==> src/utxrx_params.svh <==
`ifndef UTXRX_PARAMS_SVH
`define UTXRX_PARAMS_SVH
// register byte offsets
`define UTXRX_DATA_OFS 8'h00
`define UTXRX_STATA_OFS 8'h04
`define UTXRX_CTRLB_OFS 8'h08
`define UTXRX_CTRLC_OFS 8'h0c
`define UTXRX_BAUD_OFS 8'h10
// status_reg_a bits
`define UTXRX_A_RXC 7
`define UTXRX_A_TXC 6
`define UTXRX_A_UDRE 5
`define UTXRX_A_FE 4
`define UTXRX_A_DOR 3
`define UTXRX_A_UPE 2
// control_reg_b bits
`define UTXRX_B_RXCIE 7
`define UTXRX_B_TXCIE 6
`define UTXRX_B_UDRIE 5
`define UTXRX_B_RXEN 4
`define UTXRX_B_TX_ON 3
`define UTXRX_B_UCSZ2 2
`define UTXRX_B_RXB8 1
`define UTXRX_B_TX_NINTH 0
// control_reg_c bits
`define UTXRX_C_SYNC 6
`define UTXRX_C_PEN 5
`define UTXRX_C_PODD 4
`define UTXRX_C_STOP2 3
`define UTXRX_C_CSZ_HI 2
`define UTXRX_C_CSZ_LO 1
// reset values and receive fifo depth
`define UTXRX_CTRLC_RST 8'h06
`define UTXRX_BAUD_RST 16'h0067
`define UTXRX_RX_DEPTH 2
`endif

==> src/utxrx_pkg.sv <==
package utxrx_pkg;
    typedef struct packed {
        logic ninth;
        logic frame_err;
        logic overrun;
        logic parity_err;
        logic [7:0] data;
    } utxrx_rx_entry_t;
    typedef enum logic [3:0] {
        UTXRX_IDLE = 4'b0001,
        UTXRX_START = 4'b0010,
        UTXRX_BITS = 4'b0100,
        UTXRX_STOP = 4'b1000
    } utxrx_state_t;
    typedef struct packed {
        logic [2:0] char_size;
        logic parity_en;
        logic parity_odd;
        logic two_stop;
        logic sync_mode;
    } utxrx_fmt_t;
endpackage

==> src/utxrx_core.sv <==
// Behaviour
// - buffer-empty flag high when transmit buffer empty, low while data waits
// - buffer-empty irq stays high while flag and its enable are set
// - writing data port while transmitter enabled loads transmit buffer and clears buffer-empty flag
// - complete flag sets when frame shifted out and buffer empty
// - complete flag clears on irq acknowledge or written one
// - complete irq raised when complete flag set and enabled
// - parity bit inserted after data, before first stop, when enabled
// - clearing transmit enable waits until shifter and buffer are empty
// - serial output released to port once transmitter is disabled
// - receive enable takes over serial input pin
// - synchronous mode receives on external transfer clock rising edges
// - receiver starts on valid start bit, shifts bits until first stop
// - second stop bit is ignored and not checked
// - first stop bit moves frame into receive buffer
// - short characters read with zero upper bits
// - ninth bit and error flags stored per fifo entry, advanced by read
// - receive complete flag high while unread data is buffered
// - frame is start bit then data least significant bit first
// - parity is xor of data bits, inverted for odd
`timescale 1ns/1ps
`include "utxrx_params.svh"
module utxrx_core
    import utxrx_pkg::*;
#(
    parameter logic [15:0] BAUD_RST = `UTXRX_BAUD_RST
) (
    input wire logic clock,
    input wire logic rst_n,
    input wire logic wb_cyc_i,
    input wire logic wb_stb_i,
    input wire logic wb_we_i,
    input wire logic [7:0] wb_adr_i,
    input wire logic [3:0] wb_sel_i,
    input wire logic [31:0] wb_dat_i,
    output logic [31:0] wb_dat_o,
    output logic wb_ack_o,
    input wire logic serial_in_pin,
    input wire logic xfer_clock_pin,
    input wire logic txc_irq_ack,
    output logic serial_out_pin,
    output logic serial_out_oe,
    output logic rx_pin_owned,
    output logic udre_irq,
    output logic txc_irq,
    output logic rxc_irq
);
    ////////////////////////////////////////////////////////////////
    // registers
    logic ack_q;
    logic [7:0] ctrl_b_q;
    logic [7:0] ctrl_c_q;
    logic [15:0] baud_q;
    utxrx_fmt_t fmt;
    logic bus_req;
    logic wr_data;
    logic rd_data;
    logic wr_stata;
    logic txc_flag_q;
    logic [8:0] tx_buf_q;
    logic tx_buf_full_q;
    logic tx_active_q;
    logic tx_enable_eff_q;
    logic [11:0] tx_shift_q;
    logic [3:0] tx_bits_left_q;
    logic [15:0] tx_baud_cnt_q;
    logic [3:0] tx_div_q;
    logic tx_tick;
    logic tx_load;
    logic tx_done;
    utxrx_rx_entry_t rx_head;
    logic rx_not_empty;
    logic rx_full;
    logic [7:0] rd_mux;

    function automatic logic [3:0] data_bits(input logic [2:0] cs);
        data_bits = (cs == 3'h7) ? 4'h9 : {2'b00, cs[1:0]} + 4'h5;
    endfunction

    function automatic logic calc_par(input logic [8:0] d, input logic [3:0] n,
                                      input logic odd);
        logic p;
        p = odd;
        for (int i = 0; i < 9; i++) begin
            if (4'(i) < n) begin
                p = p ^ d[i];
            end
        end
        calc_par = p;
    endfunction

    assign fmt.char_size = {ctrl_b_q[`UTXRX_B_UCSZ2], ctrl_c_q[`UTXRX_C_CSZ_HI],
                            ctrl_c_q[`UTXRX_C_CSZ_LO]};
    assign fmt.parity_en = ctrl_c_q[`UTXRX_C_PEN];
    assign fmt.parity_odd = ctrl_c_q[`UTXRX_C_PODD];
    assign fmt.two_stop = ctrl_c_q[`UTXRX_C_STOP2];
    assign fmt.sync_mode = ctrl_c_q[`UTXRX_C_SYNC];

    assign bus_req = wb_cyc_i && wb_stb_i && !ack_q;
    assign wr_data = bus_req && wb_we_i && wb_sel_i[0] && (wb_adr_i == `UTXRX_DATA_OFS);
    assign rd_data = bus_req && !wb_we_i && (wb_adr_i == `UTXRX_DATA_OFS);
    assign wr_stata = bus_req && wb_we_i && wb_sel_i[0] && (wb_adr_i == `UTXRX_STATA_OFS);

    ////////////////////////////////////////////////////////////////
    // wishbone slave, one wait state free answer after one cycle
    always_comb begin
        rd_mux = 8'h00;
        unique case (wb_adr_i)
            `UTXRX_DATA_OFS: rd_mux = (data_bits(fmt.char_size) >= 4'h8) ? rx_head.data :
                rx_head.data & ~(8'hff << data_bits(fmt.char_size));
            `UTXRX_STATA_OFS: rd_mux = {rx_not_empty, txc_flag_q, !tx_buf_full_q,
                rx_head.frame_err, rx_head.overrun, rx_head.parity_err, 2'b00};
            `UTXRX_CTRLB_OFS: rd_mux = {ctrl_b_q[7:2], rx_head.ninth, ctrl_b_q[0]};
            `UTXRX_CTRLC_OFS: rd_mux = ctrl_c_q;
            `UTXRX_BAUD_OFS: rd_mux = baud_q[7:0];
            default: rd_mux = 8'h00;
        endcase
    end

    always_ff @(posedge clock) begin
        if (!rst_n) begin
            ack_q <= 1'b0;
            wb_dat_o <= 32'h0;
        end else begin
            ack_q <= bus_req;
            wb_dat_o <= (wb_adr_i == `UTXRX_BAUD_OFS) ? {16'h0, baud_q} : {24'h0, rd_mux};
        end
    end
    assign wb_ack_o = ack_q;

    always_ff @(posedge clock) begin
        if (!rst_n) begin
            ctrl_b_q <= 8'h00;
            ctrl_c_q <= `UTXRX_CTRLC_RST;
            baud_q <= BAUD_RST;
        end else if (bus_req && wb_we_i) begin
            if (wb_adr_i == `UTXRX_CTRLB_OFS && wb_sel_i[0]) begin
                ctrl_b_q <= wb_dat_i[7:0];
            end
            if (wb_adr_i == `UTXRX_CTRLC_OFS && wb_sel_i[0]) begin
                ctrl_c_q <= wb_dat_i[7:0];
            end
            if (wb_adr_i == `UTXRX_BAUD_OFS) begin
                if (wb_sel_i[0]) baud_q[7:0] <= wb_dat_i[7:0];
                if (wb_sel_i[1]) baud_q[15:8] <= wb_dat_i[15:8];
            end
        end
    end

    ////////////////////////////////////////////////////////////////
    // transmitter: bit tick from baud divider or external clock
    logic xck_prev_q;
    logic xck_rise;
    logic xck_fall;
    always_ff @(posedge clock) begin
        if (!rst_n) begin
            xck_prev_q <= 1'b0;
        end else begin
            xck_prev_q <= xfer_clock_pin;
        end
    end
    assign xck_rise = xfer_clock_pin && !xck_prev_q;
    assign xck_fall = !xfer_clock_pin && xck_prev_q;

    always_ff @(posedge clock) begin
        if (!rst_n || !tx_active_q) begin
            tx_baud_cnt_q <= 16'h0;
            tx_div_q <= 4'h0;
        end else if (tx_baud_cnt_q == baud_q) begin
            tx_baud_cnt_q <= 16'h0;
            tx_div_q <= tx_div_q + 4'h1;
        end else begin
            tx_baud_cnt_q <= tx_baud_cnt_q + 16'h1;
        end
    end
    // sync mode drives data on falling edge so peer samples on the rise
    assign tx_tick = fmt.sync_mode ? xck_fall :
        ((tx_baud_cnt_q == baud_q) && (tx_div_q == 4'hf));

    assign tx_load = tx_buf_full_q && (!tx_active_q || tx_done);
    assign tx_done = tx_active_q && tx_tick && (tx_bits_left_q == 4'h1);

    always_ff @(posedge clock) begin
        if (!rst_n) begin
            tx_buf_full_q <= 1'b0;
            tx_buf_q <= 9'h0;
        end else if (wr_data && tx_enable_eff_q) begin
            tx_buf_full_q <= 1'b1;
            tx_buf_q <= {ctrl_b_q[`UTXRX_B_TX_NINTH], wb_dat_i[7:0]};
        end else if (tx_load) begin
            tx_buf_full_q <= 1'b0;
        end
    end

    always_ff @(posedge clock) begin
        if (!rst_n) begin
            tx_active_q <= 1'b0;
            tx_shift_q <= 12'hfff;
            tx_bits_left_q <= 4'h0;
        end else if (tx_load) begin
            tx_active_q <= 1'b1;
            // frame: start, data lsb first, parity, stop(s); idle ones beyond
            tx_shift_q <= build_frame(tx_buf_q);
            tx_bits_left_q <= 4'h2 + data_bits(fmt.char_size) +
                4'(fmt.parity_en) + 4'(fmt.two_stop);
        end else if (tx_done) begin
            tx_active_q <= 1'b0;
            tx_shift_q <= 12'hfff;
        end else if (tx_active_q && tx_tick) begin
            tx_shift_q <= {1'b1, tx_shift_q[11:1]};
            tx_bits_left_q <= tx_bits_left_q - 4'h1;
        end
    end

    function automatic logic [11:0] build_frame(input logic [8:0] d);
        logic [11:0] f;
        logic [3:0] n;
        f = 12'hfff;
        n = data_bits(fmt.char_size);
        f[0] = 1'b0;
        for (int i = 0; i < 9; i++) begin
            if (4'(i) < n) begin
                f[i + 1] = d[i];
            end
        end
        if (fmt.parity_en) begin
            f[n + 4'h1] = calc_par(d, n, fmt.parity_odd);
        end
        build_frame = f;
    endfunction

    always_ff @(posedge clock) begin
        if (!rst_n) begin
            txc_flag_q <= 1'b0;
        end else if (tx_done && !tx_buf_full_q) begin
            txc_flag_q <= 1'b1;
        end else if (txc_irq_ack || (wr_stata && wb_dat_i[`UTXRX_A_TXC])) begin
            txc_flag_q <= 1'b0;
        end
    end

    // disable only once nothing is left to send
    always_ff @(posedge clock) begin
        if (!rst_n) begin
            tx_enable_eff_q <= 1'b0;
        end else if (ctrl_b_q[`UTXRX_B_TX_ON]) begin
            tx_enable_eff_q <= 1'b1;
        end else if (!tx_active_q && !tx_buf_full_q) begin
            tx_enable_eff_q <= 1'b0;
        end
    end

    always_ff @(posedge clock) begin
        if (!rst_n) begin
            serial_out_pin <= 1'b1;
            serial_out_oe <= 1'b0;
            rx_pin_owned <= 1'b0;
        end else begin
            serial_out_pin <= tx_shift_q[0];
            serial_out_oe <= tx_enable_eff_q;
            rx_pin_owned <= ctrl_b_q[`UTXRX_B_RXEN];
        end
    end

    always_ff @(posedge clock) begin
        if (!rst_n) begin
            udre_irq <= 1'b0;
            txc_irq <= 1'b0;
            rxc_irq <= 1'b0;
        end else begin
            udre_irq <= !tx_buf_full_q && ctrl_b_q[`UTXRX_B_UDRIE];
            txc_irq <= txc_flag_q && ctrl_b_q[`UTXRX_B_TXCIE];
            rxc_irq <= rx_not_empty && ctrl_b_q[`UTXRX_B_RXCIE];
        end
    end

    ////////////////////////////////////////////////////////////////
    // receiver: mid-bit sampling, 16 ticks per bit async
    utxrx_state_t rx_state_q;
    logic rx_en;
    logic [15:0] rx_baud_cnt_q;
    logic [3:0] rx_phase_q;
    logic rx_sample;
    logic [8:0] rx_shift_q;
    logic [3:0] rx_cnt_q;
    logic rx_par_q;
    logic rx_overrun_q;
    logic rx_push;
    utxrx_rx_entry_t rx_entry;

    assign rx_en = ctrl_b_q[`UTXRX_B_RXEN];
    always_ff @(posedge clock) begin
        if (!rst_n || rx_state_q == UTXRX_IDLE || rx_baud_cnt_q == baud_q) begin
            rx_baud_cnt_q <= 16'h0;
        end else begin
            rx_baud_cnt_q <= rx_baud_cnt_q + 16'h1;
        end
    end
    always_ff @(posedge clock) begin
        if (!rst_n || rx_state_q == UTXRX_IDLE) begin
            rx_phase_q <= 4'h0;
        end else if (rx_baud_cnt_q == baud_q) begin
            rx_phase_q <= rx_phase_q + 4'h1;
        end
    end
    assign rx_sample = fmt.sync_mode ? xck_rise :
        ((rx_baud_cnt_q == baud_q) && (rx_phase_q == 4'h7));

    always_ff @(posedge clock) begin
        if (!rst_n || !rx_en) begin
            rx_state_q <= UTXRX_IDLE;
            rx_cnt_q <= 4'h0;
            rx_shift_q <= 9'h0;
            rx_par_q <= 1'b0;
        end else begin
            unique case (rx_state_q)
                UTXRX_IDLE: if (!serial_in_pin) begin
                    rx_state_q <= UTXRX_START;
                end
                UTXRX_START: if (rx_sample) begin
                    // false start filtered at mid-bit
                    rx_state_q <= serial_in_pin ? UTXRX_IDLE : UTXRX_BITS;
                    rx_cnt_q <= 4'h0;
                    rx_shift_q <= 9'h0;
                end
                UTXRX_BITS: if (rx_sample) begin
                    if (rx_cnt_q < data_bits(fmt.char_size)) begin
                        rx_shift_q[rx_cnt_q] <= serial_in_pin;
                    end else begin
                        rx_par_q <= serial_in_pin;
                    end
                    rx_cnt_q <= rx_cnt_q + 4'h1;
                    if (rx_cnt_q + 4'h1 == data_bits(fmt.char_size) + 4'(fmt.parity_en)) begin
                        rx_state_q <= UTXRX_STOP;
                    end
                end
                // return to idle after first stop; second stop looks idle
                UTXRX_STOP: if (rx_sample) begin
                    rx_state_q <= UTXRX_IDLE;
                end
            endcase
        end
    end

    assign rx_push = (rx_state_q == UTXRX_STOP) && rx_sample && rx_en;
    assign rx_entry.ninth = rx_shift_q[8];
    assign rx_entry.data = rx_shift_q[7:0];
    assign rx_entry.frame_err = !serial_in_pin;
    assign rx_entry.overrun = rx_overrun_q;
    assign rx_entry.parity_err = fmt.parity_en &&
        (rx_par_q != calc_par(rx_shift_q, data_bits(fmt.char_size), fmt.parity_odd));

    // overrun: new start while fifo full; flag rides with next stored frame
    always_ff @(posedge clock) begin
        if (!rst_n || !rx_en) begin
            rx_overrun_q <= 1'b0;
        end else if (rx_state_q == UTXRX_IDLE && !serial_in_pin && rx_full) begin
            rx_overrun_q <= 1'b1;
        end else if (rx_push && !rx_full) begin
            rx_overrun_q <= 1'b0;
        end
    end

    utxrx_rx_fifo #(
        .DEPTH(`UTXRX_RX_DEPTH)
    ) u_fifo (
        .clock(clock),
        .rst_n(rst_n),
        .flush(!rx_en),
        .push(rx_push),
        .push_entry(rx_entry),
        .pop(rd_data),
        .head(rx_head),
        .not_empty(rx_not_empty),
        .full(rx_full)
    );
endmodule // utxrx_core

==> src/utxrx_rx_fifo.sv <==
`timescale 1ns/1ps
`include "utxrx_params.svh"
module utxrx_rx_fifo
    import utxrx_pkg::*;
#(
    parameter int DEPTH = `UTXRX_RX_DEPTH
) (
    input wire logic clock,
    input wire logic rst_n,
    input wire logic flush,
    input wire logic push,
    input wire utxrx_rx_entry_t push_entry,
    input wire logic pop,
    output utxrx_rx_entry_t head,
    output logic not_empty,
    output logic full
);
    utxrx_rx_entry_t mem [DEPTH];
    logic [$clog2(DEPTH):0] count_q;
    logic [$clog2(DEPTH)-1:0] rd_q;
    logic [$clog2(DEPTH)-1:0] wr_q;
    logic do_push;
    logic do_pop;

    function automatic logic [$clog2(DEPTH)-1:0] nxt(input logic [$clog2(DEPTH)-1:0] p);
        nxt = (p == ($clog2(DEPTH))'(DEPTH - 1)) ? '0 : p + 1'b1;
    endfunction

    assign do_pop = pop && (count_q != '0);
    assign do_push = push && ((count_q != ($clog2(DEPTH)+1)'(DEPTH)) || do_pop);
    // empty head reads zero: no unwritten or stale entry leaks into status
    assign head = not_empty ? mem[rd_q] : '0;
    assign not_empty = (count_q != '0);
    assign full = (count_q == ($clog2(DEPTH)+1)'(DEPTH));

    always_ff @(posedge clock) begin
        if (do_push) begin
            mem[wr_q] <= push_entry;
        end
    end

    always_ff @(posedge clock) begin
        if (!rst_n || flush) begin
            count_q <= '0;
            rd_q <= '0;
            wr_q <= '0;
        end else begin
            if (do_push) begin
                wr_q <= nxt(wr_q);
            end
            if (do_pop) begin
                rd_q <= nxt(rd_q);
            end
            count_q <= count_q + (($clog2(DEPTH)+1)'(do_push)) - (($clog2(DEPTH)+1)'(do_pop));
        end
    end
endmodule // utxrx_rx_fifo
==> config.mk <==
export PLATFORM = sky130hd
export DESIGN_NAME = utxrx_core
export DESIGN_NICKNAME = d
export VERILOG_FILES = /design/src/utxrx_pkg.sv /design/src/utxrx_core.sv /design/src/utxrx_rx_fifo.sv
export VERILOG_INCLUDE_DIRS = /design/src
export SDC_FILE = /design/constraint.sdc
export NUM_CORES = 1
export LEC_CHECK = 0
export BUFFER_PORTS_ARGS = -buffer_cell sky130_fd_sc_hd__clkbuf_2
export CAP_MARGIN = 10
export CORE_ASPECT_RATIO = 0.5
export CORE_MARGIN = 5
export CORE_UTILIZATION = 50
export DETAILED_ROUTE_END_ITERATION = 8
export PLACE_DENSITY = 0.69
export SLEW_MARGIN = 10
export SYNTH_ARGS = -nofsm -noshare
export SYNTH_HDL_FRONTEND = slang
export SYNTH_SLANG_ARGS = --single-unit
==> constraint.sdc <==
create_clock -name clock -period 4.1 [get_ports clock]
set_input_delay 0.205 -clock clock [delete_from_list [all_inputs] [get_ports clock]]
set_output_delay 0.205 -clock clock [all_outputs]
set_load 0.005 [all_outputs]
# After elaboration in Yosys (flattened, before gate mapping)
# Memories as Yosys holds them, arrays and structs flattened. A register that Yosys moved wholly into a read port is not among the register bits.
# Cells that the tools add are included.
[totals]
reg_bits = 164
mem_bits_rw = 24
input_bits = 52
out_inout_bits = 39
word_cells = 306
n_memories = 1
[classes]
add_sub_neg = 16
order_cmp = 15
eq_ne = 25
shift = 1
n_mux = 122
n_bitwise = 21
reduce_logical = 72
[mem_list]
columns = ["memory", "words", "word_bits", "rd", "rd_clocked_by_memory_dff", "wr", "line_no", "text"]
rows = [
  ["u_fifo.mem", 2, 12, 1, 1, 1, "utxrx_rx_fifo.sv:18", "utxrx_rx_entry_t mem [DEPTH];"],
]
[ops]
columns = ["operator", "count"]
rows = [
  ["1-bit 2-to-1 mux", 92],
  ["12-bit 2-to-1 mux", 5],
  ["4-bit 2-to-1 mux", 11],
  ["1-bit logical AND", 34],
  ["16-bit by 1-bit adder with 16-bit output, second input constant", 2],
  ["16-bit equality test", 2],
  ["8-bit one-hot mux with 4 select lines", 1],
  ["9-bit 2-to-1 mux", 3],
  ["9-bit one-hot mux with 2 select lines", 1],
  ["1-bit bitwise XOR", 18],
  ["4-bit by 1-bit adder with 4-bit output, second input constant", 4],
  ["8-bit by 4-bit equality test with 1-bit output, second input constant", 2],
  ["3-bit by 4-bit < comparator with 1-bit output, first input constant", 4],
  ["8-bit 2-to-1 mux", 2],
  ["2-bit != test, second input constant", 8],
  ["4-bit one-hot mux with 4 select lines", 1],
  ["2-bit nonzero test", 8],
  ["4-bit by 1-bit adder with 4-bit output", 3],
  ["12-bit bitwise mux", 1],
  ["3-bit AND reduction", 4],
  ["1-bit logical NOT", 10],
  ["4-bit by 5-bit < comparator with 1-bit output, second input constant", 2],
  ["9-bit bitwise mux", 1],
  ["8-bit bitwise AND", 1],
  ["35 further kinds", 52],
]

# Depth between registers and ports, before layout
# Gate-level depths: netlist of the first run.
[logic_depth]
word_depth = 52
depth_mapped = 12
ltp_nobuf = 11

# Modules after synthesis
# A second synthesis of the first run with hierarchy kept.
[hier_totals]
hier_cells = 944
hier_area_um2 = 8750.9
[by_module_without_submodules]
columns = ["module", "instances", "cells_each", "area_each_um2", "seq_area_each_um2"]
rows = [
  ["utxrx_core", 1, 862, 7598.5, 2862.7],
  ["utxrx_rx_fifo", 1, 82, 1152.4, 820.8],
]

# Least setup slack after synthesis of the first run
# Ideal clock, no wire load.
[synth_path]
path_type = "reg-to-reg"
from = "register ctrl_c_q[1]"
to = "register rx_state_q[3]"
setup_ns = 0.128
t_arrival_ns = 2.837
required_time_ns = 3.972
slack_ns = 1.136
stages_incl_launch_ff = 13
path_buffers = 1
synth_period_minus_slack_ns = 2.964
path_cell_list = "dfxtp_1 > ha_1 > buf_2 > a21boi_0 > inv_1 > ha_1 > fa_1 > or2_2 > mux2i_1 > a31oi_1 > a21oi_1 > mux2i_1 > nor2_1"
[synth_via]
elab_chain_len = 6
elab_cells_between_ends = 7
cone_classes = "add/sub: 2; eq/ne: 3; mux: 1; reduce/logical: 1"
[synth_rtl]
columns = ["element", "line_no", "text"]
rows = [
  ["from (decl)", "utxrx_core.sv:52", "logic [7:0] ctrl_c_q;"],
  ["from (signal assigned)", "utxrx_core.sv:134", "ctrl_c_q <= `UTXRX_CTRLC_RST;"],
  ["from (signal assigned)", "utxrx_core.sv:141", "ctrl_c_q <= wb_dat_i[7:0];"],
  ["2-bit by 3-bit adder with 4-bit output / 3-bit equality test (equally long branches)", "utxrx_core.sv:77", "data_bits = (cs == 3'h7) ? 4'h9 : {2'b00, cs[1:0]} + 4'h5;"],
  ["4-bit 2-to-1 mux (*)", "utxrx_core.sv:77", ""],
  ["4-bit by 1-bit adder with 4-bit output (*)", "utxrx_core.sv:333", "if (rx_cnt_q + 4'h1 == data_bits(fmt.char_size) + 4'(fmt.parity_en)) begin"],
  ["4-bit equality test (*)", "utxrx_core.sv:333", ""],
  ["2-bit != test (no line) (*)", "n/a", ""],
  ["5-bit AND reduction (no line) (*)", "n/a", ""],
  ["to (signal assigned)", "utxrx_core.sv:322", "rx_state_q <= serial_in_pin ? UTXRX_IDLE : UTXRX_BITS;"],
  ["to (decl)", "utxrx_core.sv:279", "utxrx_state_t rx_state_q;"],
]
# Mark *: on every way between the ends. The rest lies on a longest branch, timed or not.
# A chain may end at the register's enable or synchronous reset.

# Worst setup path after layout of the first run
# Same ends and word-level chain as after synthesis.

==> run_summary.xml, run 1 <==
<?xml version="1.0" encoding="UTF-8"?>
<metrics>
  <group name="outcome">
    <metric name="run_status" unit="">finished clean</metric>
  </group>
  <group name="global_routing">
    <metric name="grt_use_total" unit="">0.212</metric>
    <metric name="number_of_antenna_violations_at_the_first_check_in_global_routing" unit="">0</metric>
    <metric name="grt_pass1_wl" unit="um">34200</metric>
    <metric name="grt_max_degree" unit="">51</metric>
    <metric name="via_count_of_the_first_global_routing_pass" unit="">6751</metric>
    <metric name="grt_overflow" unit="">0</metric>
  </group>
  <group name="floorplan">
    <metric name="dieArea" unit="sq um">20300</metric>
    <metric name="die_width" unit="um">197</metric>
    <metric name="row_count" unit="">34</metric>
    <metric name="chipHeight" unit="um">103</metric>
    <metric name="io_pins" unit="">91</metric>
    <metric name="area_of_the_core_region" unit="sq um">17200</metric>
    <metric name="initial_cell_density_of_the_core" unit="">0.505</metric>
  </group>
  <group name="clock_network">
    <metric name="cts_setup_buffers" unit="">0</metric>
    <metric name="tritoncts.num_buffers" unit="">17</metric>
    <metric name="cts_buffer_depth" unit="">2</metric>
    <metric name="cts_num_sinks" unit="">172</metric>
    <metric name="cts_root_buf" unit="">clkbuf_16</metric>
    <metric name="post_cts.resized_instances" unit="">0</metric>
    <metric name="worst_setup_hold_path_clk_slew" unit="ns">0.07</metric>
    <metric name="cts-htree-levels" unit="">4</metric>
    <metric name="clock_tree_from_tritoncts" unit="">built</metric>
    <metric name="worst_skew_pair.late_latency" unit="ns">0.44</metric>
  </group>
  <group name="synthesis">
    <metric name="syn-mean-instance-area" unit="sq um">8.86</metric>
    <metric name="post_synth_top_flop" unit="">dfxtp_1</metric>
    <metric name="yosys-top-cells-count" unit="">dfxtp_1, nand2_1, nor2_1</metric>
    <metric name="synth-edff-count" unit="">24</metric>
    <metric name="synth.yosys.seq_area_share" unit="">0.423</metric>
    <metric name="async_flop_share" unit="">0</metric>
    <metric name="synthesis.area" unit="sq um">8710</metric>
    <metric name="synth-seq-cells" unit="">172</metric>
    <metric name="synth.distinct_cells" unit="">82</metric>
    <metric name="synthDominantAreaCellType" unit="">dfxtp_1</metric>
    <metric name="synthMostInstantiatedCell" unit="">dfxtp_1</metric>
    <metric name="synthTopCellsByArea" unit="">dfxtp_1, edfxtp_1, nand2_1, xnor2_1, a21oi_1</metric>
    <metric name="ys_warn_count" unit="">0</metric>
    <metric name="synth_top_cell_area_share" unit="">0.340</metric>
    <metric name="synth_cells" unit="">983</metric>
  </group>
  <group name="power">
    <metric name="power.ir.vdd_worst" unit="mV">0.227</metric>
    <metric name="power_density" unit="nW/um^2">349</metric>
    <metric name="cell_internal_pwr" unit="mW">2.60</metric>
    <metric name="part_of_the_power_in_registers" unit="">0.500</metric>
    <metric name="share_clk_of_total_power" unit="">0.480</metric>
    <metric name="total_power" unit="mW">3.41</metric>
    <metric name="power_frac_comb" unit="">0.019</metric>
    <metric name="power.leakage" unit="nW">3.77</metric>
    <metric name="netSwitchingFraction" unit="">0.238</metric>
    <metric name="switchingPower" unit="mW">0.810</metric>
  </group>
  <group name="drt">
    <metric name="vias" unit="">7062</metric>
    <metric name="postRouteWirelength" unit="um">21200</metric>
    <metric name="vias_per_cell" unit="">5.53</metric>
    <metric name="drc" unit="">0</metric>
    <metric name="wire_per_inst" unit="um">16.6</metric>
    <metric name="drtIter0Drc" unit="">431</metric>
    <metric name="drt_first_pass_iters" unit="">5</metric>
    <metric name="postRouteAntennaNets" unit="">0</metric>
  </group>
  <group name="sta">
    <metric name="timing.final.crit_period" unit="ns">3.21</metric>
    <metric name="setup_viol" unit="">0</metric>
    <metric name="setup_tns" unit="ns">0</metric>
    <metric name="tightestPinTransition" unit="ns">0.893</metric>
    <metric name="timing.final.ws_setup" unit="ns">0.894</metric>
    <metric name="setup_repair_after_global_routing_missed_its_margin" unit="">no</metric>
    <metric name="skew" unit="ns">0.0115</metric>
    <metric name="min_period_over_period" unit="">0.782</metric>
    <metric name="fmaxAchievable" unit="MHz">312</metric>
    <metric name="max-slew-margin-rel" unit="">0.403</metric>
    <metric name="fin_max_slew_vios" unit="">0</metric>
    <metric name="final-hold-violation-count" unit="">0</metric>
  </group>
  <group name="layout">
    <metric name="drive_above_1_share" unit="">0.121</metric>
    <metric name="postLayoutCoreUtil" unit="">0.566</metric>
    <metric name="finalNonFillerCells" unit="">1277</metric>
    <metric name="flow.area_growth_from_synthesis" unit="%">12.0</metric>
    <metric name="num_antenna_cells" unit="">0</metric>
    <metric name="design.final.nets" unit="">1108</metric>
  </group>
  <group name="placement">
    <metric name="hpwlAfterDp" unit="um">15300</metric>
    <metric name="post-place-cells" unit="">1243</metric>
    <metric name="finalWeightedCongestion" unit="">0.880</metric>
    <metric name="dpl_worst_slack" unit="ns">0.871</metric>
    <metric name="placement.io_buffers" unit="">56</metric>
  </group>
  <group name="worst_setup_path">
    <metric name="critical_path_endpoint" unit="">rx_state_q[3]$_SDFFE_PP0P_</metric>
    <metric name="launching_element_type_of_the_critical_path" unit="">flip-flop</metric>
    <metric name="crit-reg2reg-launch" unit="">ctrl_c_q[1]$_SDFFE_PN1P_</metric>
    <metric name="worst-r2r-cell-count" unit="">11</metric>
    <metric name="path_max_fanout" unit="">10</metric>
    <metric name="critical_setup_path_class" unit="">reg2reg</metric>
    <metric name="endpoint_kind" unit="">flip-flop</metric>
    <metric name="regToRegEndpoint" unit="">rx_state_q[3]$_SDFFE_PP0P_</metric>
    <metric name="setup.worst_path.start" unit="">ctrl_c_q[1]$_SDFFE_PN1P_</metric>
    <metric name="critPathRequiredTime" unit="ns">4.40</metric>
    <metric name="rrSetupSlack" unit="ns">0.89</metric>
    <metric name="cp_data_arrival_time" unit="ns">3.51</metric>
  </group>
  <group name="hold_path">
    <metric name="worst_hold_path_type" unit="">in2reg</metric>
  </group>
  <group name="run">
    <metric name="number_of_maximum_capacitance_violations" unit="">0</metric>
  </group>
</metrics>
power by group through the flow:
stage	combinational, mW	clock (mW)	sequential, mW
2_1_floorplan	0.0405	0	1.74
3_3_place_gp	0.0629	0	1.74
3_5_place_dp	0.0636	0	1.74
4_1_cts	0.0655	1.67	1.70
5_1_grt	0.0725	1.73	1.70
6_report	0.0664	1.64	1.70
cells by family after synthesis:
family | count (synthesis) | synth area share
AND/OR/NAND/NOR | 396 | 0.228
AO/OA/AOI/OAI | 183 | 0.135
flip-flops | 172 | 0.423
buffers and inverters | 89 | 0.0464
XOR/XNOR | 84 | 0.0871
multiplexers | 32 | 0.0405
adder cells (fa/ha/maj) | 26 | 0.0391
other | 1 | 0.000431
through the flow:
stage / cell area, sq um / hold slack (ns)
global route: 9750 / 0.0262
floorplan: 8760 / 0.327
CTS: 9750 / 0.00219
finish: 9750 / 0.0139
detailed placement: 9140 / 0.426
global placement: 9140 / 0.420
worst min-delay path by stage:
stage                     cells past startpoint  slack (ns)                        end                  startpoint
after floorplan                               1        0.33      xck_prev_q$_SDFF_PN0_              xfer_clock_pin
final                                         3        0.01     baud_q[9]$_SDFFE_PN0P_                 wb_dat_i[9]
after global placement                        1        0.42  serial_out_pin$_SDFF_PN1_  tx_shift_q[0]$_SDFFE_PN1P_
after detailed placement                      1        0.43  serial_out_pin$_SDFF_PN1_  tx_shift_q[0]$_SDFFE_PN1P_
after global routing                          3        0.03     baud_q[8]$_SDFFE_PN0P_                 wb_dat_i[8]
after CTS                                     3       0.002    baud_q[13]$_SDFFE_PN0P_                wb_dat_i[13]
placed cells by master, fill, tap and decap left out, types with 4 or more instances in the layout:
master / count
nor2b_1: 13
mux2_2: 6
nor2_1: 85
nand3_1: 32
o21a_1: 4
and3_1: 23
inv_1: 33
clkbuf_2: 56
mux2i_1: 24
xnor2_1: 59
nand4_1: 20
nand2b_1: 7
xor2_1: 22
buf_4: 10
a311o_1: 4
nand3b_1: 8
a21oi_1: 64
o211ai_1: 4
clkbuf_16: 17
o21ai_0: 37
inv_6: 5
dfxtp_1: 148
a31oi_1: 16
nand2_1: 144
or2_2: 4
or3_1: 9
edfxtp_1: 24
a21o_1: 10
ha_1: 24
nor3_1: 12
conb_1: 16
and2_1: 13
a21boi_0: 5
timing repair:
item,4_1_cts,5_1_grt
hold buffers,2,0
setup endpoints to repair,0,0
endpoints found under the hold margin,2,0
per-layer routing:
layer	vias to the layer above	routed length, um	global-route usage
li1	3490	-	-
met1	3364	9990	0.282
met2	174	9750	0.357
met3	34	1100	0.0427
met4	0	382	0.0650
met5	-	0	0
critical path: stages (launching register included):
cell	delay [ns]
dfxtp_1	0.43
ha_1	0.26
a21boi_0	0.40
inv_1	0.25
ha_1	0.25
fa_1	0.38
or2_2	0.30
mux2i_1	0.14
a31oi_1	0.13
a21oi_1	0.25
mux2i_1	0.23
nor2_1	0.05
layout make-up:
type                       count  area, sq um
fill                        1509         7470
clock buffer                  17          425
tap                          234          293
inverter                      34          128
timing repair buffer          68          375
sequential                   172         3680
clock inverter                15          173
multi-input combinational    737         4680
registers in the layout, indices dropped and copies added, names as in the netlist, 2 cells and up, named ones only:
signal          cells
baud_q             16
ctrl_b_q            7
ctrl_c_q            8
rx_baud_cnt_q      16
rx_cnt_q            4
rx_phase_q          4
rx_shift_q          9
rx_state_q          4
tx_baud_cnt_q      16
tx_bits_left_q      4
tx_buf_q            9
tx_div_q            4
tx_shift_q         12
u_fifo.count_q      2
u_fifo.mem         24
wb_dat_o           16
No activity file was read; power rests on OpenSTA's default activity.
==> inputs of run 2 (changes only) <==
- ABC_AREA: default -> 1
- PLACE_DENSITY: 0.69 -> 0.72
- clock period: 4.1 -> 2.7 ns (I/O delays scaled with it)
==> run 2 against run 1 <==
Net effect: worst hold slack improved by 0.0033 ns; largest cell class unchanged; via count increased by 15%; die area increased by 2.0%; synthesized cell count increased by 22%; routed wire length increased by 6.5%; worst setup slack got worse by 0.65 ns; clock power increased by 46%; power increased by 50%.
==> run_summary.xml, run 2 <==
<?xml version="1.0" encoding="UTF-8"?>
<metrics>
  <group name="synthesis">
    <metric name="synth-compound-area-share" unit="">0.128</metric>
    <metric name="synth.yosys.seq_area_share" unit="">0.414</metric>
    <metric name="synth_cells" unit="">1202</metric>
    <metric name="ys_warn_count" unit="">0</metric>
    <metric name="synth-edff-count" unit="">24</metric>
    <metric name="yosys-top-cells-count" unit="">nand2_1, inv_1, dfxtp_1</metric>
    <metric name="main_combinational_cell_family_by_area_after_synthesis" unit="">simple AND/OR/NAND/NOR gates</metric>
    <metric name="syn-mean-instance-area" unit="sq um">7.41</metric>
    <metric name="post_synth_top_flop" unit="">dfxtp_1</metric>
    <metric name="synthesis.area" unit="sq um">8900</metric>
    <metric name="synthMostInstantiatedCell" unit="">nand2_1</metric>
    <metric name="muxShareOfSynthArea" unit="">0.00562</metric>
    <metric name="synth_simple_gate_area_frac" unit="">0.274</metric>
    <metric name="post_synth_xor_area_fraction" unit="">0.0364</metric>
    <metric name="synth-seq-cells" unit="">172</metric>
    <metric name="post_synth_fa_ha_maj_area_fraction" unit="">0.0382</metric>
    <metric name="synth.distinct_cells" unit="">55</metric>
    <metric name="async_flop_share" unit="">0</metric>
    <metric name="synthDominantAreaCellType" unit="">dfxtp_1</metric>
    <metric name="synth_top_cell_area_share" unit="">0.333</metric>
    <metric name="synthTopCellsByArea" unit="">dfxtp_1, nand2_1, edfxtp_1, inv_1, nor2_1</metric>
  </group>
  <group name="sta">
    <metric name="final-hold-violation-count" unit="">0</metric>
    <metric name="timing.final.crit_period" unit="ns">2.46</metric>
    <metric name="setup_viol" unit="">0</metric>
    <metric name="fmaxAchievable" unit="MHz">407</metric>
    <metric name="timing.hold.ws" unit="ns">0.0172</metric>
    <metric name="min_period_over_period" unit="">0.910</metric>
    <metric name="max-slew-margin-rel" unit="">0.521</metric>
    <metric name="skew" unit="ns">0.00953</metric>
    <metric name="tightestPinTransition" unit="ns">0.716</metric>
    <metric name="timing.final.ws_setup" unit="ns">0.244</metric>
    <metric name="fin_max_slew_vios" unit="">0</metric>
  </group>
  <group name="layout">
    <metric name="largest-register" unit="">u_fifo.mem</metric>
    <metric name="largest_register_ffs" unit="">24</metric>
    <metric name="drive_above_1_share" unit="">0.123</metric>
    <metric name="num_antenna_cells" unit="">0</metric>
    <metric name="layout.cells.most_common_list" unit="">nand2_1, inv_1, dfxtp_1, nor2_1, a21oi_1</metric>
    <metric name="n_fill_cell" unit="">1596</metric>
    <metric name="flow.area_growth_from_synthesis" unit="%">14.0</metric>
    <metric name="design.final.nets" unit="">1361</metric>
    <metric name="mostFrequentLayoutCell" unit="">nand2_1</metric>
  </group>
  <group name="worst_setup_path">
    <metric name="cp_data_arrival_time" unit="ns">2.84</metric>
    <metric name="worst_path_largest_cell_delay" unit="ns">0.47</metric>
    <metric name="worst-path-stages" unit="">13</metric>
    <metric name="critical-path-slowest-cell" unit="">fa_1</metric>
    <metric name="endpoint_kind" unit="">flip-flop</metric>
    <metric name="critical_path.most_common_cell" unit="">nand2_1</metric>
    <metric name="critPathRequiredTime" unit="ns">3.08</metric>
    <metric name="setup.worst_path.start" unit="">ctrl_c_q[1]$_SDFFE_PN1P_</metric>
    <metric name="worst-r2r-cell-count" unit="">13</metric>
    <metric name="path_max_fanout" unit="">4</metric>
    <metric name="launching_element_type_of_the_critical_path" unit="">flip-flop</metric>
    <metric name="critical_path.n_buffers_inverters" unit="">1</metric>
    <metric name="critical_setup_path_class" unit="">reg2reg</metric>
    <metric name="cp_top_family" unit="">adder cells</metric>
    <metric name="cp_cell_sequence" unit="">ha_1 -&gt; nand2_1 -&gt; nand2_2 -&gt; ha_1 -&gt; fa_1 -&gt; xor2_1 -&gt; nor2_1 -&gt; nand2_1 -&gt; o21ai_1 -&gt; nand3_1 -&gt; o21ai_0 -&gt; nand2_1 -&gt; inv_1</metric>
    <metric name="crit-reg2reg-launch" unit="">ctrl_c_q[1]$_SDFFE_PN1P_</metric>
  </group>
  <group name="clock_network">
    <metric name="cts_root_buf" unit="">clkbuf_16</metric>
    <metric name="worst_setup_hold_path_clk_slew" unit="ns">0.07</metric>
    <metric name="clock_tree_from_tritoncts" unit="">built</metric>
    <metric name="worst_skew_pair.late_latency" unit="ns">0.44</metric>
    <metric name="tritoncts.num_buffers" unit="">17</metric>
    <metric name="cts-htree-levels" unit="">4</metric>
    <metric name="cts_num_sinks" unit="">172</metric>
    <metric name="cts_buffer_depth" unit="">2</metric>
  </group>
  <group name="global_routing">
    <metric name="grt_pass1_wl" unit="um">37200</metric>
    <metric name="met1_usage" unit="">0.292</metric>
    <metric name="grtUsageMet2" unit="">0.357</metric>
    <metric name="grt_overflow" unit="">0</metric>
    <metric name="groute.layer.met3.usage" unit="">0.0463</metric>
    <metric name="grt_use_total" unit="">0.219</metric>
    <metric name="top_usage_layer" unit="">met2</metric>
    <metric name="grt_max_degree" unit="">26</metric>
    <metric name="number_of_antenna_violations_at_the_first_check_in_global_routing" unit="">0</metric>
    <metric name="via_count_of_the_first_global_routing_pass" unit="">7613</metric>
  </group>
  <group name="drt">
    <metric name="wire_per_inst" unit="um">14.8</metric>
    <metric name="vias_per_cell" unit="">5.33</metric>
    <metric name="postRouteWirelength" unit="um">22600</metric>
    <metric name="drc" unit="">0</metric>
    <metric name="vias" unit="">8155</metric>
    <metric name="drtIter0Drc" unit="">657</metric>
    <metric name="drt_first_pass_iters" unit="">5</metric>
    <metric name="postRouteAntennaNets" unit="">0</metric>
  </group>
  <group name="placement">
    <metric name="dpl_worst_slack" unit="ns">0.171</metric>
    <metric name="finalWeightedCongestion" unit="">0.941</metric>
    <metric name="placement.io_buffers" unit="">56</metric>
    <metric name="hpwlAfterDp" unit="um">16800</metric>
  </group>
  <group name="hold_path">
    <metric name="hold_path_startpoint" unit="">wb_dat_i[6]</metric>
    <metric name="min_delay_path_depth" unit="">3</metric>
    <metric name="worst_hold_path_type" unit="">in2reg</metric>
  </group>
  <group name="floorplan">
    <metric name="chipHeight" unit="um">104</metric>
    <metric name="initial_cell_density_of_the_core" unit="">0.510</metric>
    <metric name="die_width" unit="um">199</metric>
    <metric name="dieArea" unit="sq um">20700</metric>
    <metric name="row_count" unit="">34</metric>
    <metric name="area_of_the_core_region" unit="sq um">17400</metric>
    <metric name="io_pins" unit="">91</metric>
  </group>
  <group name="run">
    <metric name="number_of_maximum_capacitance_violations" unit="">0</metric>
  </group>
  <group name="power">
    <metric name="power_density" unit="nW/um^2">502</metric>
    <metric name="power.leakage" unit="nW">4.25</metric>
    <metric name="power.ir.vdd_worst" unit="mV">0.447</metric>
  </group>
  <group name="outcome">
    <metric name="run_status" unit="">finished clean</metric>
  </group>
</metrics>
[run 2: cell count changes after synthesis, moves of 14 or more]
cell,before,now
nand3_1,32,56
clkbuf_1,29,15
xnor2_1,59,13
a21oi_1,64,81
inv_1,33,169
mux2i_1,24,5
a31oi_1,16,2
nor3_1,12,26
nor2_1,85,123
nand2_1,144,247
and3_1,23,1
o21ai_0,37,80
[run 2: through the flow]
stage | instance area, sq um | instances | TNS, ns | util | power (mW)
final | 10100 | 1530 | 0 | 0.582 | 5.10
after detailed placement | 9490 | 1490 | 0 | 0.544 | 2.74
after CTS | 10100 | 1529 | 0 | 0.580 | 5.13
after global routing | 10100 | 1530 | -0.00955 | 0.582 | 5.25
after global placement | 9490 | 1490 | 0 | 0.544 | 2.74
after floorplan | 8960 | 1217 | 0 | - | 2.71
[run 2: power breakdown]
part	internal (mW)	switching (mW)
Combinational	0.0372	0.0700
Sequential	2.59	0.000755
Clock	1.23	1.17
[run 2: layer usage]
| metal | vias to the layer above | share of wire |
|---|---|---|
| met2 | 245 | 0.47 |
| li1 | 4056 | - |
| met5 | - | 0 |
| met3 | 46 | 0.064 |
| met4 | 0 | 0.021 |
| met1 | 3808 | 0.45 |
[run 2: worst paths after layout]
| check | end | slack (ns) |
|---|---|---|
| setup / recovery | rx_state_q[1]$_SDFFE_PP0P_ | 0.24 |
| hold / removal | baud_q[6]$_SDFFE_PN1P_ | 0.02 |
| setup reg to reg | rx_state_q[1]$_SDFFE_PP0P_ | 0.24 |
| hold reg to reg | serial_out_pin$_SDFF_PN1_ | 0.45 |
[run 2: cell type report]
type                    instances  area (sq um)  area share
multi-input cells             824          4370       0.430
clock buffers                  17           425      0.0419
inverters                     179           674      0.0665
repair buffers                 89           562      0.0554
well taps                     234           293      0.0289
flip-flops and latches        172          3680       0.363
clock inverters                15           141      0.0139
[run 2: repair_timing]
item / CTS / global route
endpoints found under the hold margin: 8 / 0
gates resized for setup: 0 / 5
setup endpoints to repair: 0 / 20
setup buffers: 0 / 1
hold buffers: 7 / 0
[run 2: worst register-to-register path, cell delays in order (launching register included)]
cell     delay, ns
dfxtp_1       0.32
ha_1          0.20
nand2_1       0.11
nand2_2       0.07
ha_1          0.20
fa_1          0.47
xor2_1        0.16
nor2_1        0.10
nand2_1       0.06
o21ai_1       0.22
nand3_1       0.17
o21ai_0       0.19
nand2_1       0.08
inv_1         0.05
[run 2: kinds of logic after synthesis]
group	count (synthesis)
simple gates	537
buf+inv	221
compound gates	203
flops	172
xor+xnor	37
fa+ha+maj	26
mux	5
other cells	1
==> inputs of run 3 (changes only) <==
- BUFFER_PORTS_ARGS: -buffer_cell sky130_fd_sc_hd__clkbuf_2 -> -buffer_cell sky130_fd_sc_hd__buf_2
==> run 3 against run 2 <==
Net effect: first-iteration DRC count rose by 8.2%; sequential power barely moved; via count fell by 1.4%; sequential cell count did not move; global-route usage fell by 0.34 points; register-to-register slack got worse by 0.11 ns; power rose by 0.17%; design area barely moved; count of clock-buffer cells in the layout rose by 1; clock power barely moved; fmax fell by 4.3%; non-clock buffer count rose by 2; critical path type unchanged; largest power group unchanged; highest routed layer unchanged.
==> run_summary.xml, run 3 (synthesized netlist as in run 2, its figures left out) <==
<?xml version="1.0" encoding="UTF-8"?>
<metrics>
  <group name="global_routing">
    <metric name="grt_use_total" unit="">0.216</metric>
    <metric name="grt_max_degree" unit="">29</metric>
    <metric name="number_of_antenna_violations_at_the_first_check_in_global_routing" unit="">0</metric>
    <metric name="grt_pass1_wl" unit="um">36200</metric>
    <metric name="grt_overflow" unit="">0</metric>
    <metric name="via_count_of_the_first_global_routing_pass" unit="">7361</metric>
  </group>
  <group name="drt">
    <metric name="drt_first_pass_iters" unit="">5</metric>
    <metric name="vias" unit="">8043</metric>
    <metric name="drtIter0Drc" unit="">711</metric>
    <metric name="vias_per_cell" unit="">5.25</metric>
    <metric name="wire_per_inst" unit="um">14.7</metric>
    <metric name="postRouteAntennaNets" unit="">0</metric>
    <metric name="drc" unit="">0</metric>
    <metric name="postRouteWirelength" unit="um">22500</metric>
  </group>
  <group name="layout">
    <metric name="largest-register" unit="">u_fifo.mem</metric>
    <metric name="mostFrequentLayoutCell" unit="">nand2_1</metric>
    <metric name="largest_register_ffs" unit="">24</metric>
    <metric name="num_antenna_cells" unit="">0</metric>
    <metric name="postLayoutCoreUtil" unit="">0.582</metric>
    <metric name="drive_above_1_share" unit="">0.124</metric>
    <metric name="layout.cells.most_common_list" unit="">nand2_1, inv_1, dfxtp_1, nor2_1, a21oi_1</metric>
    <metric name="finalNonFillerCells" unit="">1532</metric>
    <metric name="design.final.nets" unit="">1363</metric>
    <metric name="flow.area_growth_from_synthesis" unit="%">14.1</metric>
    <metric name="n_fill_cell" unit="">1594</metric>
  </group>
  <group name="hold_path">
    <metric name="worst_hold_path_type" unit="">in2reg</metric>
    <metric name="min_delay_path_depth" unit="">3</metric>
  </group>
  <group name="floorplan">
    <metric name="dieArea" unit="sq um">20700</metric>
    <metric name="io_pins" unit="">91</metric>
    <metric name="row_count" unit="">34</metric>
    <metric name="area_of_the_core_region" unit="sq um">17400</metric>
    <metric name="initial_cell_density_of_the_core" unit="">0.510</metric>
    <metric name="die_width" unit="um">199</metric>
    <metric name="chipHeight" unit="um">104</metric>
  </group>
  <group name="power">
    <metric name="power.leakage" unit="nW">4.26</metric>
    <metric name="power_density" unit="nW/um^2">503</metric>
    <metric name="total_power" unit="mW">5.11</metric>
    <metric name="power.ir.vdd_worst" unit="mV">0.409</metric>
  </group>
  <group name="sta">
    <metric name="fin_max_slew_vios" unit="">0</metric>
    <metric name="max-slew-margin-rel" unit="">0.577</metric>
    <metric name="min_period_over_period" unit="">0.951</metric>
    <metric name="skew" unit="ns">0.0107</metric>
    <metric name="timing.hold.ws" unit="ns">0.000423</metric>
    <metric name="fmaxAchievable" unit="MHz">390</metric>
    <metric name="setup_viol" unit="">0</metric>
    <metric name="final-hold-violation-count" unit="">0</metric>
    <metric name="tightestPinTransition" unit="ns">0.632</metric>
    <metric name="timing.final.crit_period" unit="ns">2.57</metric>
  </group>
  <group name="clock_network">
    <metric name="cts_buffer_depth" unit="">2</metric>
    <metric name="cts_root_buf" unit="">clkbuf_16</metric>
    <metric name="worst_setup_hold_path_clk_slew" unit="ns">0.07</metric>
    <metric name="cts_num_sinks" unit="">172</metric>
    <metric name="tritoncts.num_buffers" unit="">17</metric>
    <metric name="cts-htree-levels" unit="">4</metric>
    <metric name="worst_skew_pair.late_latency" unit="ns">0.44</metric>
    <metric name="clock_tree_from_tritoncts" unit="">built</metric>
  </group>
  <group name="run">
    <metric name="number_of_maximum_capacitance_violations" unit="">0</metric>
  </group>
  <group name="worst_setup_path">
    <metric name="cp_data_arrival_time" unit="ns">2.91</metric>
    <metric name="critical_path.most_common_cell" unit="">nand2_1</metric>
    <metric name="worst-r2r-cell-count" unit="">17</metric>
    <metric name="critical-path-slowest-cell" unit="">ha_1</metric>
    <metric name="path_max_fanout" unit="">8</metric>
    <metric name="critical_setup_path_class" unit="">reg2reg</metric>
    <metric name="cp_cell_sequence" unit="">buf_4 -&gt; inv_1 -&gt; ha_1 -&gt; inv_2 -&gt; nand4_1 -&gt; nand3_1 -&gt; nand2_1 -&gt; nand2_1 -&gt; inv_1 -&gt; nand2_1 -&gt; nand3_2 -&gt; nand2_4 -&gt; nand2_1 -&gt; nand2_1 -&gt; nand3_1 -&gt; nand2_1 -&gt; nand2_1</metric>
    <metric name="launching_element_type_of_the_critical_path" unit="">flip-flop</metric>
    <metric name="worst_path_largest_cell_delay" unit="ns">0.38</metric>
    <metric name="critPathRequiredTime" unit="ns">3.04</metric>
    <metric name="endpoint_kind" unit="">flip-flop</metric>
  </group>
  <group name="placement">
    <metric name="placement.io_buffers" unit="">56</metric>
    <metric name="finalWeightedCongestion" unit="">0.921</metric>
    <metric name="hpwlAfterDp" unit="um">16600</metric>
    <metric name="post-place-cells" unit="">1492</metric>
  </group>
  <group name="outcome">
    <metric name="run_status" unit="">finished clean</metric>
  </group>
</metrics>
run 3: cell count changes in the layout (fill, tap and decap cells not counted):
cell	before	now
clkinv_2	0	3
buf_4	24	27
inv_8	5	1
clkbuf_2	56	0
clkbuf_1	0	1
buf_2	0	56
bufinv_16	0	1
inv_6	6	5
buf_6	1	0
run 3: per-stage QoR:
| step | setup TNS (ns) | setup WS, ns | area, sq um |
|---|---|---|---|
| final | 0 | 0.133 | 10200 |
| after detailed placement | 0 | 0.108 | 9500 |
| after global placement | 0 | 0.194 | 9500 |
| after floorplan | 0 | 0.108 | 8960 |
| after CTS | 0 | 0.0944 | 10100 |
| after global routing | -0.0532 | -0.0210 | 10200 |
run 3: area by class of cell:
type	count	area, sq um	area share
tap	234	293	0.0288
clock inverter	14	133	0.0131
multi-input combinational	824	4370	0.430
timing repair buffer	91	573	0.0564
sequential	172	3680	0.363
inverter	179	674	0.0664
clock buffer	18	429	0.0423
run 3: path summary, 6_finish.rpt:
check | start | end | slack (ns)
max | ctrl_c_q[1]$_SDFFE_PN1P_ | tx_shift_q[6]$_SDFFE_PN1P_ | 0.13
min | wb_dat_i[6] | baud_q[6]$_SDFFE_PN1P_ | 0.0004
max reg2reg | ctrl_c_q[1]$_SDFFE_PN1P_ | tx_shift_q[6]$_SDFFE_PN1P_ | 0.13
min reg2reg | tx_shift_q[0]$_SDFFE_PN1P_ | serial_out_pin$_SDFF_PN1_ | 0.44
run 3: repair_timing:
action,in CTS,in global routing
setup endpoints to repair,0,22
hold buffers,7,0
buffers inserted,0,1
hold endpoints to repair,9,0
gates resized for setup,0,4
run 3: per-layer routing:
layer	up-vias	part of all wire	global-route usage
met5	-	0	0
met4	0	0.019	0.0688
met3	39	0.063	0.0466
met2	220	0.47	0.355
met1	3725	0.45	0.284
li1	4059	-	-
run 3: report_power, final:
part           leakage, nW  total (mW)  switching (mW)  internal, mW
clock                0.282        2.41            1.12          1.29
combinational         2.53       0.106          0.0686        0.0372
sequential            1.46        2.59        0.000771          2.59
run 3: worst max-delay path: cells and delay by family, from the launching register on:
kind          cells  cell delay (ns)
simple gates     12             1.26
buf+inv           4             0.47
fa+ha+maj         1             0.38
flops             1             0.34
